<file path="src/bes_pkg.sv">
// Package with constants and types for the back-EMF sampling controller
package bes_pkg;
  // Register indices on the plain register port
  localparam logic [3:0] BES_ADDR_CTRL_A   = 4'h0; // control_reg_a
  localparam logic [3:0] BES_ADDR_CTRL_C   = 4'h1; // control_reg_c
  localparam logic [3:0] BES_ADDR_CONF     = 4'h2; // sampling_config_reg
  localparam logic [3:0] BES_ADDR_SCTRL    = 4'h3; // sampling_control_reg
  localparam logic [3:0] BES_ADDR_ZFILT    = 4'h4; // zc_filter_reg
  localparam logic [3:0] BES_ADDR_PWMTIM   = 4'h5; // window and off-time
  localparam logic [3:0] BES_ADDR_CMP_LO   = 4'h6; // compare value low
  localparam logic [3:0] BES_ADDR_CMP_HI   = 4'h7; // compare value high
  localparam logic [3:0] BES_ADDR_STATUS   = 4'h8; // read-only status
  // Field positions
  localparam int BES_A_MOE     = 0;  // phase_output_enable
  localparam int BES_A_SR      = 1;  // sensor_mode_select
  localparam int BES_A_CURMODE = 2;  // current mode when set
  localparam int BES_A_HSEL    = 3;  // rotor input select, 2 bits
  localparam int BES_C_HR      = 0;  // high_rate_zc_sampling
  localparam int BES_C_SCF     = 1;  // sample clock select, 2 bits
  localparam int BES_C_ZLVL    = 3;  // expected comparator level
  localparam int BES_CONF_DS   = 0;  // sample_delay_select, 4 bits
  localparam int BES_CONF_SOM  = 6;  // sample_out_int_mask
  localparam int BES_CONF_SOF  = 7;  // sample_out_flag
  localparam int BES_S_ZSV     = 0;  // zc_sampling_when_idle
  localparam int BES_S_OFF_INPUT_STATE_SELECT    = 1;  // off_input_state_select
  // Reset values
  localparam logic [7:0]  BES_RST_REG = 8'h00;
  localparam logic [11:0] BES_RST_CMP = 12'h000;
  // Timing
  localparam int BES_PERIPH_MHZ  = 4;     // peripheral_clock_freq
  localparam int BES_DS_STEP_NS  = 2500;  // one delay step
  localparam int BES_DS_STEP_CYC = (BES_DS_STEP_NS * BES_PERIPH_MHZ) / 1000;
  localparam logic [7:0]  BES_DS_STEP   = 8'(BES_DS_STEP_CYC);
  localparam logic [8:0]  BES_WIN_STEP  = 9'h010; // window step, cycles
  localparam logic [5:0]  BES_OFF_STEP  = 6'h04;  // off-time step, cycles
  localparam logic [11:0] BES_PWM_MAX   = 12'hfff;
  localparam logic [4:0]  BES_SCF_DIV0  = 5'h03;  // sample_clock_freq tick
  // Phase of the commutation step
  typedef enum logic [1:0] {
    PH_DEMAG = 2'b00,  // waiting for end of demagnetisation
    PH_ZC    = 2'b01,  // searching zero crossing
    PH_DONE  = 2'b10   // zero crossing found, wait commutation
  } bes_phase_t;
  // Whole state of the controller
  typedef struct packed {
    logic [4:0]  sync1;     // first synchroniser stage
    logic [4:0]  sync2;     // second synchroniser stage
    logic [4:0]  ctl_a;     // control_reg_a
    logic [3:0]  ctl_c;     // control_reg_c
    logic [3:0]  dly;       // sample_delay_select
    logic        sample_out_int_mask;       // sample_out_int_mask
    logic        sof;       // sample_out_flag
    logic [1:0]  sctl;      // sampling_control_reg
    logic [3:0]  zef;       // zc_event_filter_count
    logic [3:0]  win_sel;   // measurement_window_select
    logic [3:0]  off_sel;   // min_off_time_select
    logic [11:0] cmp;       // voltage-mode compare value
    logic [7:0]  rdata;     // read data
    bes_phase_t  phase;     // step phase
    logic [11:0] vcnt;      // voltage-mode PWM counter
    logic [8:0]  wcnt;      // measurement window counter
    logic [5:0]  ocnt;      // minimum off-time counter
    logic        lim;       // current limit latched this period
    logic        pwm;       // PWM signal
    logic        pwm_prev;  // PWM one cycle ago
    logic [7:0]  dcnt;      // sample delay counter
    logic        dly_run;   // delay in progress
    logic        on_ok;     // PWM stayed on during delay
    logic        win_open;  // high-rate window after delay
    logic [4:0]  scf_cnt;   // sample clock divider
    logic [3:0]  zcnt;      // consecutive matching samples
    logic        d_smp;     // demag sample strobe
    logic        z_smp;     // zero-crossing sample strobe
    logic        z_evt;     // zero-crossing event
    logic        irq;       // sample-out interrupt
    logic        gnd;       // ground off-state inputs
    logic        hiz;       // float off-state inputs
  } bes_state_t;
endpackage : bes_pkg

</file>
<file path="src/bes_sampling_ctrl.sv">
// Back-EMF sampling controller: PWM shaping, sample timing, Z filter
`timescale 1ns/10ps
`default_nettype none
// Operation
// - Default sensorless: sample at end of off-time
// - Current mode PWM: window, comparator, minimum off
// - Voltage mode PWM from 12-bit compare
// - Current limit switches PWM off immediately
// - Demag sampling always at sample clock
// - Hall mode: no demag, sample clock
// - High-rate bit: sample clock after demag
// - High-rate forces zero off-time, full duty
// - Nonzero delay: step 2.5 us per count
// - Delay, low rate: one on-time sample
// - Nonzero delay forces zero off-time, full duty
// - Late sample discarded, flag, masked interrupt
// - Sample-out interrupt only with nonzero delay
// - High rate plus delay: window until off
// - Sampling type applies after demag only
// - Outputs off: demag continues, Z per bit in sensorless low rate
// - Off-time sampling grounds or floats inputs
// - Zero-crossing counter active only while Z samples are taken
// - Filter count sets consecutive samples needed
module bes_sampling_ctrl
  import bes_pkg::*;
(
  input  wire logic       i_ref_clk,          // Peripheral clock
  input  wire logic       i_arst_n,           // Asynchronous reset
  input  wire logic [3:0] i_addr,             // Register index
  input  wire logic [7:0] i_wdata,            // Write data
  input  wire logic       i_wr,               // Write strobe
  input  wire logic       i_rd,               // Read strobe
  input  wire logic       i_phase_cmp,        // Phase comparator pin
  input  wire logic       i_rotor_input_a,    // Hall input a
  input  wire logic       i_rotor_input_b,    // Hall input b
  input  wire logic       i_rotor_input_c,    // Hall input c
  input  wire logic       i_cur_limit,        // Current comparator pin
  input  wire logic       i_commutate,        // Commutation pulse
  input  wire logic       i_demag_event,      // Demag found pulse
  output logic [7:0]      o_rdata,            // Read data
  output logic            o_pwm,              // Sampling PWM signal
  output logic            o_d_sample,         // Demag sample strobe
  output logic            o_z_sample,         // Z sample strobe
  output logic            o_zc_event,         // Hardware Z event
  output logic [3:0]      o_zc_count,         // Consecutive Z samples
  output logic            o_sample_out_irq,   // Sample-out request
  output logic            o_off_input_ground, // Ground off inputs
  output logic            o_off_input_hiz     // Float off inputs
);

  bes_state_t r_reg;   // Registered state
  bes_state_t r_next;  // Next state

  // Decoded control bits
  logic       sensor;    // Hall mode
  logic       high_rate; // High-rate zero-crossing sampling
  logic       dly_nz;    // A sample delay is programmed
  logic       min_off;   // Minimum off-time in force
  logic       tick;      // Sample clock tick
  logic       pwm_rise;  // PWM turn-on edge
  logic       z_allow;   // Zero-crossing sampling permitted
  logic       z_sel;     // Selected sampled level
  logic       z_due;     // Sampling instant for zero crossing
  logic       expire;    // Delay ends this cycle
  logic       z_take;    // Zero-crossing sample taken
  logic       late;      // Delayed sample fell outside on-time
  logic       cmp_a;     // Synchronised comparator
  logic       lim_a;     // Synchronised current limit
  logic [3:0] hall;      // Synchronised hall inputs, padded
  logic [8:0] win_len;   // Window period in cycles
  logic [4:0] scf_div;   // Sample clock divisor

  // Decode of configuration and derived strobes
  always_comb begin
    sensor    = r_reg.ctl_a[BES_A_SR];
    high_rate = r_reg.ctl_c[BES_C_HR];
    dly_nz    = (r_reg.dly != 4'h0);
    min_off   = ~sensor & ~high_rate & ~dly_nz;
    cmp_a     = r_reg.sync2[0];
    lim_a     = r_reg.sync2[4];
    hall      = {1'b0, r_reg.sync2[3:1]};
    z_sel     = sensor ? hall[r_reg.ctl_a[BES_A_HSEL +: 2]] : cmp_a;
    tick      = (r_reg.scf_cnt == 5'h00);
    scf_div   = 5'((BES_SCF_DIV0 + 5'h01) << r_reg.ctl_c[BES_C_SCF +: 2]);
    win_len   = 9'(BES_WIN_STEP * (9'(r_reg.win_sel) + 9'h001));
    pwm_rise  = r_reg.pwm & ~r_reg.pwm_prev;
    expire    = r_reg.dly_run & (r_reg.dcnt == 8'h01);
    // Idle outputs in sensorless low-rate mode obey the idle bit
    z_allow   = r_reg.ctl_a[BES_A_MOE] | sensor | high_rate |
                r_reg.sctl[BES_S_ZSV];
    if (sensor) begin
      z_due = tick;
    end else if (!dly_nz) begin
      // Off-time end is the cycle the PWM turns back on
      z_due = high_rate ? tick : pwm_rise;
    end else if (high_rate) begin
      z_due = r_reg.win_open & r_reg.pwm & tick;
    end else begin
      z_due = expire & r_reg.on_ok & r_reg.pwm;
    end
    // Sampling types act only after the demag event
    z_take = (r_reg.phase == PH_ZC) & z_allow & z_due;
    late   = (r_reg.phase == PH_ZC) & z_allow & ~sensor & dly_nz &
             expire & ~(r_reg.on_ok & r_reg.pwm);
  end

  // Next-state logic for the whole controller
  always_comb begin
    r_next          = r_reg;
    r_next.sync1    = {i_cur_limit, i_rotor_input_c, i_rotor_input_b,
                       i_rotor_input_a, i_phase_cmp};
    r_next.sync2    = r_reg.sync1;
    r_next.pwm_prev = r_reg.pwm;
    r_next.rdata    = 8'h00;
    r_next.d_smp    = 1'b0;
    r_next.z_smp    = 1'b0;
    r_next.z_evt    = 1'b0;

    // Register writes
    if (i_wr) begin
      case (i_addr)
        BES_ADDR_CTRL_A: r_next.ctl_a = i_wdata[4:0];
        BES_ADDR_CTRL_C: r_next.ctl_c = i_wdata[3:0];
        BES_ADDR_CONF: begin
          r_next.dly = i_wdata[BES_CONF_DS +: 4];
          r_next.sample_out_int_mask = i_wdata[BES_CONF_SOM];
          // Writing zero clears the flag, one leaves it
          if (!i_wdata[BES_CONF_SOF]) begin
            r_next.sof = 1'b0;
          end
        end
        BES_ADDR_SCTRL:  r_next.sctl = i_wdata[1:0];
        BES_ADDR_ZFILT:  r_next.zef = i_wdata[3:0];
        BES_ADDR_PWMTIM: begin
          r_next.win_sel = i_wdata[3:0];
          r_next.off_sel = i_wdata[7:4];
        end
        BES_ADDR_CMP_LO: r_next.cmp[7:0] = i_wdata;
        BES_ADDR_CMP_HI: r_next.cmp[11:8] = i_wdata[3:0];
        default: begin
          // Unmapped and read-only indices ignore writes
        end
      endcase
    end

    // Register reads, data valid next cycle
    if (i_rd) begin
      case (i_addr)
        BES_ADDR_CTRL_A: r_next.rdata = {3'h0, r_reg.ctl_a};
        BES_ADDR_CTRL_C: r_next.rdata = {4'h0, r_reg.ctl_c};
        BES_ADDR_CONF:   r_next.rdata = {r_reg.sof, r_reg.sample_out_int_mask, 2'h0,
                                         r_reg.dly};
        BES_ADDR_SCTRL:  r_next.rdata = {6'h00, r_reg.sctl};
        BES_ADDR_ZFILT:  r_next.rdata = {4'h0, r_reg.zef};
        BES_ADDR_PWMTIM: r_next.rdata = {r_reg.off_sel, r_reg.win_sel};
        BES_ADDR_CMP_LO: r_next.rdata = r_reg.cmp[7:0];
        BES_ADDR_CMP_HI: r_next.rdata = {4'h0, r_reg.cmp[11:8]};
        BES_ADDR_STATUS: r_next.rdata = {r_reg.zcnt, r_reg.win_open,
                                         r_reg.pwm, r_reg.phase};
        default:         r_next.rdata = 8'h00;
      endcase
    end

    // Sample clock divider
    r_next.scf_cnt = tick ? 5'(scf_div - 5'h01) : 5'(r_reg.scf_cnt - 5'h01);

    // PWM generation
    if (r_reg.ctl_a[BES_A_CURMODE]) begin
      // Current mode: window start turns on, comparator turns off
      r_next.wcnt = (r_reg.wcnt >= 9'(win_len - 9'h001)) ? 9'h000 :
                    9'(r_reg.wcnt + 9'h001);
      if (r_reg.ocnt != 6'h00) begin
        r_next.ocnt = 6'(r_reg.ocnt - 6'h01);
      end
      if (lim_a) begin
        r_next.pwm  = 1'b0;
        if (r_reg.pwm) begin
          // Stabilisation off-time, zero when not in force
          r_next.ocnt = min_off ?
                        6'(BES_OFF_STEP * 6'(r_reg.off_sel)) :
                        6'h00;
        end
      end else if ((r_reg.wcnt == 9'h000) && (r_reg.ocnt == 6'h00)) begin
        r_next.pwm = 1'b1;
      end
    end else begin
      // Voltage mode: 12-bit compare, limit holds off to period end
      r_next.vcnt = 12'(r_reg.vcnt + 12'h001);
      if (r_reg.vcnt == BES_PWM_MAX) begin
        r_next.lim = 1'b0;
      end else if (lim_a) begin
        r_next.lim = 1'b1;
      end
      r_next.pwm = ((r_reg.vcnt < r_reg.cmp) ||
                    ((r_reg.cmp == BES_PWM_MAX) && !min_off)) &&
                   !(min_off && (r_reg.vcnt >=
                     12'(BES_PWM_MAX - 12'(BES_OFF_STEP) *
                         12'(r_reg.off_sel)))) &&
                   !lim_a && !r_reg.lim;
    end

    // Sample delay counted from each turn-on edge
    if (pwm_rise && dly_nz) begin
      r_next.dcnt    = 8'(BES_DS_STEP * 8'(r_reg.dly));
      r_next.dly_run = 1'b1;
      r_next.on_ok   = 1'b1;
    end else if (r_reg.dly_run) begin
      r_next.dcnt = 8'(r_reg.dcnt - 8'h01);
      if (!r_reg.pwm) begin
        r_next.on_ok = 1'b0;
      end
      if (expire) begin
        r_next.dly_run  = 1'b0;
        r_next.win_open = high_rate & r_reg.on_ok & r_reg.pwm;
      end
    end
    // The window closes at the next off-time
    if (!r_reg.pwm || !dly_nz) begin
      r_next.win_open = 1'b0;
    end

    // Step phase sequencing
    case (r_reg.phase)
      PH_DEMAG: begin
        // Demag sampling ignores the PWM state
        r_next.d_smp = ~sensor & tick;
        if (sensor || i_demag_event) begin
          r_next.phase = PH_ZC;
        end
      end
      PH_ZC:   r_next.phase = PH_ZC;
      PH_DONE: r_next.phase = PH_DONE;
      default: r_next.phase = PH_DEMAG;
    endcase

    // Consecutive sample counter and filter
    r_next.z_smp = z_take;
    if (z_take) begin
      if (z_sel == r_reg.ctl_c[BES_C_ZLVL]) begin
        if (r_reg.zcnt >= r_reg.zef) begin
          r_next.z_evt = 1'b1;
          r_next.zcnt  = 4'h0;
          r_next.phase = PH_DONE;
        end else begin
          r_next.zcnt = 4'(r_reg.zcnt + 4'h1);
        end
      end else begin
        r_next.zcnt = 4'h0;
      end
    end

    // Commutation restarts the step
    if (i_commutate) begin
      r_next.phase = sensor ? PH_ZC : PH_DEMAG;
      r_next.zcnt  = 4'h0;
    end

    // Late sample: discarded and flagged, set wins over clear
    if (late) begin
      r_next.sof = 1'b1;
    end
    r_next.irq = r_next.sof & r_next.sample_out_int_mask &
                 (r_next.dly != 4'h0);

    // Off-state input handling for end-of-off-time sampling
    r_next.gnd = min_off & ~r_next.sctl[BES_S_OFF_INPUT_STATE_SELECT];
    r_next.hiz = min_off & r_next.sctl[BES_S_OFF_INPUT_STATE_SELECT];
  end

  // State register
  always_ff @(posedge i_ref_clk or negedge i_arst_n) begin
    if (!i_arst_n) begin
      r_reg         <= '0;
      r_reg.ctl_a   <= BES_RST_REG[4:0];
      r_reg.cmp     <= BES_RST_CMP;
      r_reg.phase   <= PH_DEMAG;
      r_reg.scf_cnt <= BES_SCF_DIV0;
    end else begin
      r_reg <= r_next;
    end
  end

  // Outputs straight from flip-flops
  always_comb begin
    o_rdata            = r_reg.rdata;
    o_pwm              = r_reg.pwm;
    o_d_sample         = r_reg.d_smp;
    o_z_sample         = r_reg.z_smp;
    o_zc_event         = r_reg.z_evt;
    o_zc_count         = r_reg.zcnt;
    o_sample_out_irq   = r_reg.irq;
    o_off_input_ground = r_reg.gnd;
    o_off_input_hiz    = r_reg.hiz;
  end
endmodule : bes_sampling_ctrl
`default_nettype wire

</file>
<file path="config.mk">
export PLATFORM = sky130hd
export DESIGN_NAME = bes_sampling_ctrl
export DESIGN_NICKNAME = d
export VERILOG_FILES = /design/src/bes_pkg.sv /design/src/bes_sampling_ctrl.sv
export SDC_FILE = /design/constraint.sdc
export NUM_CORES = 1
export LEC_CHECK = 0
export BUFFER_PORTS_ARGS = -buffer_cell sky130_fd_sc_hd__buf_2
export CAP_MARGIN = 20
export CORE_MARGIN = 4
export CORE_UTILIZATION = 55
export DETAILED_ROUTE_END_ITERATION = 8
export GPL_TIMING_DRIVEN = 0
export PLACE_DENSITY_LB_ADDON = 0.05
export SYNTH_ARGS = -nofsm -noshare
export SYNTH_HDL_FRONTEND = slang
export SYNTH_SLANG_ARGS = --single-unit
export TNS_END_PERCENT = 5
</file>
<file path="constraint.sdc">
create_clock -name i_ref_clk -period 2.2 [get_ports i_ref_clk]
set_input_delay 0.33 -clock i_ref_clk [delete_from_list [all_inputs] [get_ports i_ref_clk]]
set_output_delay 0.33 -clock i_ref_clk [all_outputs]
set_load 0.05 [all_outputs]
</file>
==> metrics.txt, run 1 <==
Synth top area share=about 45%; cell depth of the worst setup path=11; final hold vios=0; starting DRC count in detailed routing=between 400 and 500; layout cells sized above 1=between 20% and 30%; Final Skew=around 0.0097 ns; Worst Min Path Start=i_phase_cmp; Initial DRT Pass Iterations=4; Slew Limit Fails=0; Syn Std Cell Area=6400 sq um; Clock Sinks=approximately 120; Max VDD drop=between 700 and 800 uV; # diodes=0; Hold Crit Depth=1; flop2flop setup slack=-0.03 ns; R2R Path End=r_reg[37]; worst-margin pin slew=approximately 1.0 ns; GRT Overall Usage=24.8%; synth unique cells=68; Worst Path Class, Setup=reg -> reg; number of buffers created by CTS=17; Die Span Y=116 microns; vias=between 4000 and 5000; Post-Syn Nets=between 600 and 700; Most used DFF post-synth=dfrtp_1; Slew headroom=between 30% and 40%; die width=roughly 120 microns; Tcrit/Tclk final=101%; Max-Cap Viols=0; post-route insts no fill=roughly 850; vias in the first global route=roughly 5000; Multi-input gate area=3220 sq um; first-pass GRT wire length=25500 microns; EDFF count, synth=0; Buffers on Ports=39; Die Area=around 13000 sq um; Seq/Total Area, Yosys=a little under half; Ys Warns=0; family with the most delay on the worst path=adder cells; failing checks=setup timing; P per Cell Area=~1100 nW/um^2; remaining antenna violation count=0; Reg area=just under 3000 sq um; Tot Pwr=between 8 and 9 mW; Synth area leaders=dfrtp_1 (45%), ha_1 (7.4%), mux2_2 (4.9%); Post-synth top cells=dfrtp_1 (115), nand2_1 (57), inv_1 (41), o21ai_0 (41), ha_1 (38); root buffer selected by CTS=clkbuf_16; row count=39; slowest CP cell=dfrtp_2; final setup margin=-0.0279 ns; highest clock rate=between 0.4 and 0.5 GHz; nets=760; Worst Hold End=r_next[107]; FILL cells=between 900 and 1000; Placer Congestion=0.905; critical path arrival=between 2 and 3 ns; latest clock arrival within the worst-skew pair=0.42 ns; Post-Place Setup Slack=-0.340 ns; DRC violations left=0; count leader, synth=dfrtp_1; dpl hpwl=~11000 microns; post-synth top area cell=dfrtp_1; placed cells=813; Core Box Area=11400 sq um; I/O Pins=42; Hold Path Class=in -> reg; largest net degree at the start of global routing=65; Critical Path Max Stage Delay=0.43 ns; RSZ-0062 raised after global routing=true; Leak=about 3.4 nW; Crit. End Element=flop; crit path time final=2.23 ns; clock slew at reported path FFs=roughly 0.060 ns; RR Startpoint=r_reg[82]; critical path, cell by cell=ha_4 -> nor2_2 -> nand2_1 -> a21oi_2 -> o21ai_2 -> xor2_1 -> ha_1 -> o311ai_4 -> buf_4 -> a31oi_1 -> mux2i_1; critical path required time=between 2 and 3 ns; Routed WL=~15000 microns; GRT Residual Overflow=0; DR WL/cell=around 18 microns; reg2reg path depth=11; Critical Path Start Type=flop; Starting Density=56.0%; gate count after technology mapping=630; CTS tree=yes; CTS Buffer Depth=2; initial antenna violation count=0; status=finished with violations; Synth async-reset ratio=100%; crit path max fanout=4; Seq cells post-synth=117; mean number of vias per cell=5.82; Final Setup Violations=1; Buf/Inv on CP=1; Largest register FFs=87; syn_area_per_cell=around 10 sq um; htree depth=4; synth-to-layout area growth=17.6%
cell families (layout without fill, tap and decap cells):
kind of cell,count (synthesis),count (layout),share of synthesized area (%)
mux,36,36,6.57
compound gates,132,132,13.7
simple gates,207,207,17.1
fa+ha+maj,39,39,7.74
flops,117,117,45.8
buf+inv,72,152,5.36
xor+xnor,27,27,3.70
per-layer routing:
layer / vias to the layer above / track usage (%) / routed length, microns
met5: - / 0 / 0
met4: 0 / 9.51 / 267
met3: 21 / 5.48 / 710
met2: 115 / 41.0 / 7580
met1: 2447 / 32.1 / 6880
li1: 2385 / - / -
worst max-delay path by stage:
stage,start,to,slack [ns]
3_3_place_gp,i_arst_n,r_reg[36],-0.59
2_1_floorplan,r_reg[82],r_reg[40],0.03
4_1_cts,r_reg[83],r_reg[37],-0.008
5_1_grt,r_reg[82],r_reg[37],-0.12
6_report,r_reg[82],r_reg[37],-0.03
3_5_place_dp,r_reg[83],r_reg[42],-0.34
repair_timing:
item                       CTS  global route
pin swaps                    3            10
hold endpoints to repair    55             0
buffers inserted             4             0
resized for setup           11            10
hold buffers                 5             0
setup endpoints to repair   13            13
layout by cell type (no fill, tap or decap), types with 5 or more instances in the layout:
master / Yosys / layout
nand3b_1: 5 / 5
nand4_1: 17 / 17
xor2_1: 9 / 9
xnor2_1: 18 / 17
nor4_1: 5 / 5
a21o_1: 6 / 6
buf_4: 12 / 15
o21ai_0: 41 / 37
o22ai_1: 5 / 5
nand2_1: 57 / 56
mux2_2: 28 / 28
inv_1: 41 / 41
nand2b_1: 12 / 12
dlygate4sd3_1: 0 / 5
clkinvlp_4: 0 / 6
a31oi_1: 7 / 6
nor2b_1: 8 / 8
a22o_1: 10 / 10
buf_2: 1 / 39
nand3_1: 16 / 16
nor2_1: 37 / 36
a22oi_1: 5 / 5
ha_1: 38 / 37
a21oi_1: 26 / 24
or2_2: 5 / 5
clkbuf_1: 13 / 14
nor3_1: 17 / 16
dfrtp_1: 115 / 112
clkbuf_16: 0 / 17
mux2i_1: 6 / 6
nor3b_1: 6 / 6
area by class of cell:
type / instances / area share, %
Timing Repair Buffer: 49 / 4.16
Sequential cell: 117 / 39.0
Tap cell: 143 / 2.38
Multi-Input combinational cell: 441 / 42.7
Inverter: 41 / 2.04
Buffer: 31 / 2.51
Clock inverter: 13 / 1.50
Clock buffer: 18 / 5.70
metrics by stage:
step	setup TNS (ns)	cell area (sq um)	utilization (%)	hold WS (ns)
after global routing	-0.387	7530	65.9	0.000383
after floorplan	0	6410	-	0.0344
after CTS	-0.00812	7500	65.7	0.00159
after global placement	-69.00	6780	59.4	0.332
after detailed placement	-2.76	6820	59.7	0.311
final	-0.0279	7530	65.9	0.0198
report_power, final:
part | switching, mW | internal [mW]
logic | 1.26 | 1.05
registers | 0.613 | 2.66
clock network | 0.991 | 1.53
No activity file was read; power rests on OpenSTA's default activity.
==> inputs of run 2 (changes only) <==
--- a/config.mk
+++ b/config.mk
@@ -9,9 +9,12 @@
 export CAP_MARGIN = 20
 export CORE_MARGIN = 4
 export CORE_UTILIZATION = 55
+export CTS_CLUSTER_DIAMETER = 40
 export DETAILED_ROUTE_END_ITERATION = 8
 export GPL_TIMING_DRIVEN = 0
+export HOLD_SLACK_MARGIN = 0.02
 export PLACE_DENSITY_LB_ADDON = 0.05
+export SLEW_MARGIN = 0
 export SYNTH_ARGS = -nofsm -noshare
 export SYNTH_HDL_FRONTEND = slang
 export SYNTH_SLANG_ARGS = --single-unit
==> metrics.txt, run 2 (synthesis results as in run 1) <==
Leak=3.40 nW (+0.12%); RR Startpoint=r_reg[82]; critical path, cell by cell=ha_4 -> nor2_2 -> nand2_1 -> a21oi_2 -> o21ai_2 -> xor2_1 -> ha_1 -> o311ai_4 -> buf_4 -> a31oi_1 -> mux2i_1; placed cells=813 (unchanged); Starting Density=56.0% (unchanged); Fin Setup TNS=-0.0373 ns (-0.00938 ns); critical path arrival=2.53 ns (about the same); clock slew at reported path FFs=0.06 ns (about the same); vias=5007 (+0.79%); CTS tree=yes; status=finished with violations; CTS Buffer Depth=2 (unchanged); dpl hpwl=11300 microns (unchanged); first-pass GRT wire length=25500 microns (about the same); Worst Min Path Start=i_commutate; # diodes=0 (unchanged); mean number of vias per cell=5.86 (+0.67%); Crit. End Element=flop; starting DRC count in detailed routing=430 (-2.1%); row count=39 (unchanged); final design utilization=66.0% (+0.088 points); Worst Path Class, Setup=reg -> reg; crit path time final=2.23 ns (+0.00647 ns); Die Area=13400 sq um (unchanged); RSZ-0062 raised after global routing=true; Post-Place Setup Slack=-0.340 ns (unchanged); critical path required time=2.50 ns (about the same); Critical Path Start Type=flop; nets=761 (+0.13%); GRT Overall Usage=24.8% (about the same); DRC violations left=0 (unchanged); Clock Sinks=117 (unchanged); Die Span Y=116 microns (unchanged); Core Box Area=11400 sq um (unchanged); root buffer selected by CTS=clkbuf_16; Max VDD drop=763 uV (+0.30%); Routed WL=15500 microns (+0.12%); CP Launch Point=r_reg[82]; Slew headroom=32.4% (-0.39 points); Placer Congestion=0.905 (unchanged); remaining antenna violation count=0 (unchanged); highest clock rate=0.448 GHz (-0.29%); Placed Area=6820 sq um (unchanged); failing checks=setup timing; layout cells sized above 1=21.7% (-0.031 points); GRT Residual Overflow=0 (unchanged); htree depth=4 (unchanged); Tot Pwr=8.10 mW (about the same); number of buffers created by CTS=17 (unchanged); DR WL/cell=18.1 microns (about the same); initial antenna violation count=0 (unchanged); post-route cell area=7540 sq um (+0.13%); vias in the first global route=4956 (+0.061%); Largest register FFs=87 (unchanged); slowest CP cell=dfrtp_2; Slew Limit Fails=0 (unchanged); Initial DRT Pass Iterations=5 (+1); Max-Cap Viols=0 (unchanged); largest net degree at the start of global routing=65 (unchanged); latest clock arrival within the worst-skew pair=0.42 ns (about the same); I/O Pins=42 (unchanged); Buffers on Ports=39 (unchanged); most frequent cells in the layout=dfrtp_1 (112), nand2_1 (56), inv_1 (41), buf_2 (39); final hold vios=0 (unchanged); Critical Path Max Stage Delay=0.43 ns (about the same); Hold Path Class=in -> reg; final setup margin=-0.0344 ns (-0.00647 ns); P per Cell Area=1080 nW/um^2 (-0.10%); Final Setup Violations=2 (+1); die width=116 microns (unchanged); Tcrit/Tclk final=102% (+0.29 points); crit path max fanout=4 (unchanged); Final Skew=0.0101 ns (+0.000423 ns); worst-margin pin slew=1.00 ns (+0.00584 ns); synth-to-layout area growth=17.8%; most common cell after layout, fill and taps aside=dfrtp_1; final hold slack=0.109 ns (+0.0891 ns); post-route insts no fill=854 (+0.12%)
run 2: layout make-up:
class                   count  area (sq um)
inverters                  41           154
multi-input cells         441          3220
clock buffers              18           429
fillers                   940          3880
flip-flops and latches    117          2930
well taps                 143           179
clock inverters            13           113
plain buffers              31           189
repair buffers             50           323
run 2: critical path: cells and delay by family (launching register included):
family                   cells  cell delay, ns
AO/OA/AOI/OAI                4            0.50
XOR/XNOR                     1            0.16
adder cells (fa/ha/maj)      2            0.60
buffers and inverters        1            0.18
flip-flops                   1            0.43
multiplexers                 1            0.10
AND/OR/NAND/NOR              2            0.15
run 2: worst paths after layout:
check | end | slack, ns | cells past startpoint
setup / recovery | r_reg[37] | -0.03 | 11
hold / removal | r_reg[57] | 0.11 | 2
min in group asynchronous | r_reg[20] | 0.43 | 2
hold reg to reg | hall[2] | 0.35 | 0
setup reg to reg | r_reg[37] | -0.03 | 11
max in group asynchronous | r_reg[82] | 1.10 | 3
run 2: where the power goes:
part / internal, mW / switching (mW) / leakage (nW)
Combinational: 1.05 / 1.26 / 1.68
Clock: 1.53 / 0.996 / 0.250
Sequential: 2.66 / 0.611 / 1.46
Total: 5.24 / 2.87 / 3.40
run 2: what timing repair did:
item | 4_1_cts | 5_1_grt
buffers inserted | 4 | 0
endpoints found under the setup margin | 13 | 13
resized for setup | 11 | 10
hold buffers | 6 | 0
pin swaps | 3 | 10
hold endpoints to repair | 56 | 0
run 2: layer usage:
metal / vias to the layer above / routed length [microns] / GRT usage (%)
li1: 2386 / - / -
met1: 2488 / 6860 / 32.1
met2: 110 / 7580 / 41.0
met3: 23 / 737 / 5.48
met4: 0 / 284 / 9.51
met5: - / 0 / 0
==> inputs of run 3 (changes only) <==
--- a/config.mk
+++ b/config.mk
@@ -12,8 +12,9 @@
 export CTS_CLUSTER_DIAMETER = 40
 export DETAILED_ROUTE_END_ITERATION = 8
 export GPL_TIMING_DRIVEN = 0
-export HOLD_SLACK_MARGIN = 0.02
+export HOLD_SLACK_MARGIN = 0.08
 export PLACE_DENSITY_LB_ADDON = 0.05
+export RECOVER_POWER = 100
 export SLEW_MARGIN = 0
 export SYNTH_ARGS = -nofsm -noshare
 export SYNTH_HDL_FRONTEND = slang
==> metrics.txt, run 3 (synthesis results as in run 1) <==
Slew headroom=11.7% (-21 points); Buf/Inv on CP=1 (unchanged); vias=5025 (+0.36%); CP Launch Point=r_reg[82]; Worst Path Class, Setup=reg -> reg; Core Box Area=11400 sq um (unchanged); I/O Pins=42 (unchanged); first-pass GRT wire length=25500 microns (unchanged); final hold vios=0 (unchanged); post-route insts no fill=854 (unchanged); R2R Path End=r_reg[37]; Routed WL=15500 microns (+0.34%); DR WL/cell=18.2 microns (+0.34%); dpl hpwl=11300 microns (unchanged); Slew Limit Fails=0 (unchanged); Tcrit/Tclk final=101% (-0.39 points); Max-Cap Viols=0 (unchanged); Die Span Y=116 microns (unchanged); Critical Path Start Type=flop; row count=39 (unchanged); number of buffers created by CTS=17 (unchanged); Placed Area=6820 sq um (unchanged); crit path max fanout=4 (unchanged); Critical Path Max Stage Delay=0.43 ns (about the same); Logic pwr share=28.3% (-0.2 points); root buffer selected by CTS=clkbuf_16; htree depth=4 (unchanged); layout cells sized above 1=17.4% (-4.2 points); Die Area=13400 sq um (unchanged); starting DRC count in detailed routing=445 (+3.5%); Cell Int Power=5.22 mW (-0.40%); clock slew at reported path FFs=0.06 ns (about the same); Final Setup Violations=3 (+1); critical path, cell by cell=ha_4 -> nor2_2 -> nand2_1 -> a21oi_2 -> o21ai_2 -> xor2_1 -> ha_1 -> o311ai_4 -> buf_4 -> a31oi_1 -> mux2i_1; DRC violations left=0 (unchanged); RR Startpoint=r_reg[82]; synth-to-layout area growth=17.1%; Leak=3.32 nW (-2.3%); Final Skew=0.0104 ns (+0.000298 ns); Crit. End Element=flop; nets=761 (unchanged); post-route cell area=7490 sq um (-0.56%); GRT Overall Usage=24.8% (unchanged); critical path arrival=2.52 ns (about the same); final setup margin=-0.0258 ns (+0.00853 ns); Initial DRT Pass Iterations=5 (unchanged); failing checks=setup timing; most common cell after layout, fill and taps aside=dfrtp_1; crit path time final=2.23 ns (-0.00853 ns); remaining antenna violation count=0 (unchanged); die width=116 microns (unchanged); initial antenna violation count=0 (unchanged); vias in the first global route=4956 (unchanged); largest net degree at the start of global routing=65 (unchanged); placed cells=813 (unchanged); Hold Path Class=in -> reg; Net Sw Frac=35.5% (+0.098 points); CP Capture Point=r_reg[37]; flop2flop setup slack=-0.03 ns (about the same); slowest CP cell=dfrtp_2; sequential share of power=40.5% (+0.2 points); CTS tree=yes; Buffers on Ports=39 (unchanged); final design utilization=65.6% (-0.37 points); Net Sw Power=2.87 mW (about the same); Largest register FFs=87 (unchanged); family with the most delay on the worst path=adder cells; CTS Buffer Depth=2 (unchanged); # diodes=0 (unchanged); Placer Congestion=0.905 (unchanged); latest clock arrival within the worst-skew pair=0.42 ns (about the same); highest clock rate=0.449 GHz (+0.38%); cell depth of the worst setup path=11 (unchanged); RSZ-0062 raised after global routing=true; Clock Sinks=117 (unchanged); worst-margin pin slew=1.32 ns (+0.319 ns); Starting Density=56.0% (unchanged); reg2reg path depth=11 (unchanged); mean number of vias per cell=5.88 (+0.36%); GRT Residual Overflow=0 (unchanged); most frequent cells in the layout=dfrtp_1 (113), nand2_1 (56), inv_1 (41); Max VDD drop=764 uV (+0.13%); critical path required time=2.50 ns (about the same); clock network power share=31.3% (about the same); P per Cell Area=1080 nW/um^2 (+0.32%); status=finished with violations
## run 3: cell count changes in the layout (fill, tap and decap cells not counted), sizes merged
cell,delta
buf,-25
dlymetal6s2s,+1
clkbuf,+24
## run 3: final cells by class
type | count | area, sq um
buffer | 31 | 180
clock buffer | 18 | 429
clock inverter | 13 | 113
fill | 950 | 3930
inverter | 41 | 154
multi-input combinational | 441 | 3220
sequential | 117 | 2930
tap | 143 | 179
timing repair buffer | 50 | 290
## run 3: worst min-delay path by stage
stage / from / to / slack, ns / cells past startpoint
detailed placement: i_arst_n / r_reg[18] / 0.31 / 1
floorplan: i_arst_n / cmp_a / 0.03 / 0
CTS: i_commutate / r_reg[57] / 0.09 / 2
finish: i_commutate / r_reg[57] / 0.11 / 2
global route: i_commutate / r_reg[57] / 0.1 / 2
global placement: r_next[107] / cmp_a / 0.33 / 0
## run 3: metrics by stage
stage	worst slack [ns]	total power, mW	setup TNS (ns)	hold slack (ns)
final	-0.0258	8.08	-0.0407	0.109
after global routing	-0.118	8.59	-0.691	0.0990
after CTS	-0.00812	8.11	-0.00812	0.0897
after detailed placement	-0.340	5.46	-2.76	0.311
after global placement	-0.588	5.35	-69.00	0.332
after floorplan	0.0308	4.77	0	0.0344
## run 3: routing by layer
metal  vias to the layer above  GRT usage, %  share of wire, %  wire length, microns
li1                       2388             -                 -                     -
met3                        29          5.48               4.5                   694
met2                       113          41.0                49                  7540
met5                         -             0                 0                     0
met4                         0          9.51               2.1                   320
met1                      2495          32.1                45                  6950
## run 3: what timing repair did
item | in CTS | in global routing
pin swaps | 3 | 10
hold buffers | 6 | 0
gates cloned | 0 | 0
gates resized for setup | 11 | 10
setup buffers | 4 | 0
endpoints found under the setup margin | 13 | 13
hold endpoints to repair | 56 | 0
## run 3: power by group through the flow
stage / Combinational, mW / Clock, mW / Sequential [mW]
after floorplan: 1.61 / 0 / 3.15
after global placement: 2.09 / 0 / 3.25
after detailed placement: 2.18 / 0 / 3.28
after CTS: 2.29 / 2.56 / 3.26
after global routing: 2.58 / 2.67 / 3.34
final: 2.29 / 2.53 / 3.27
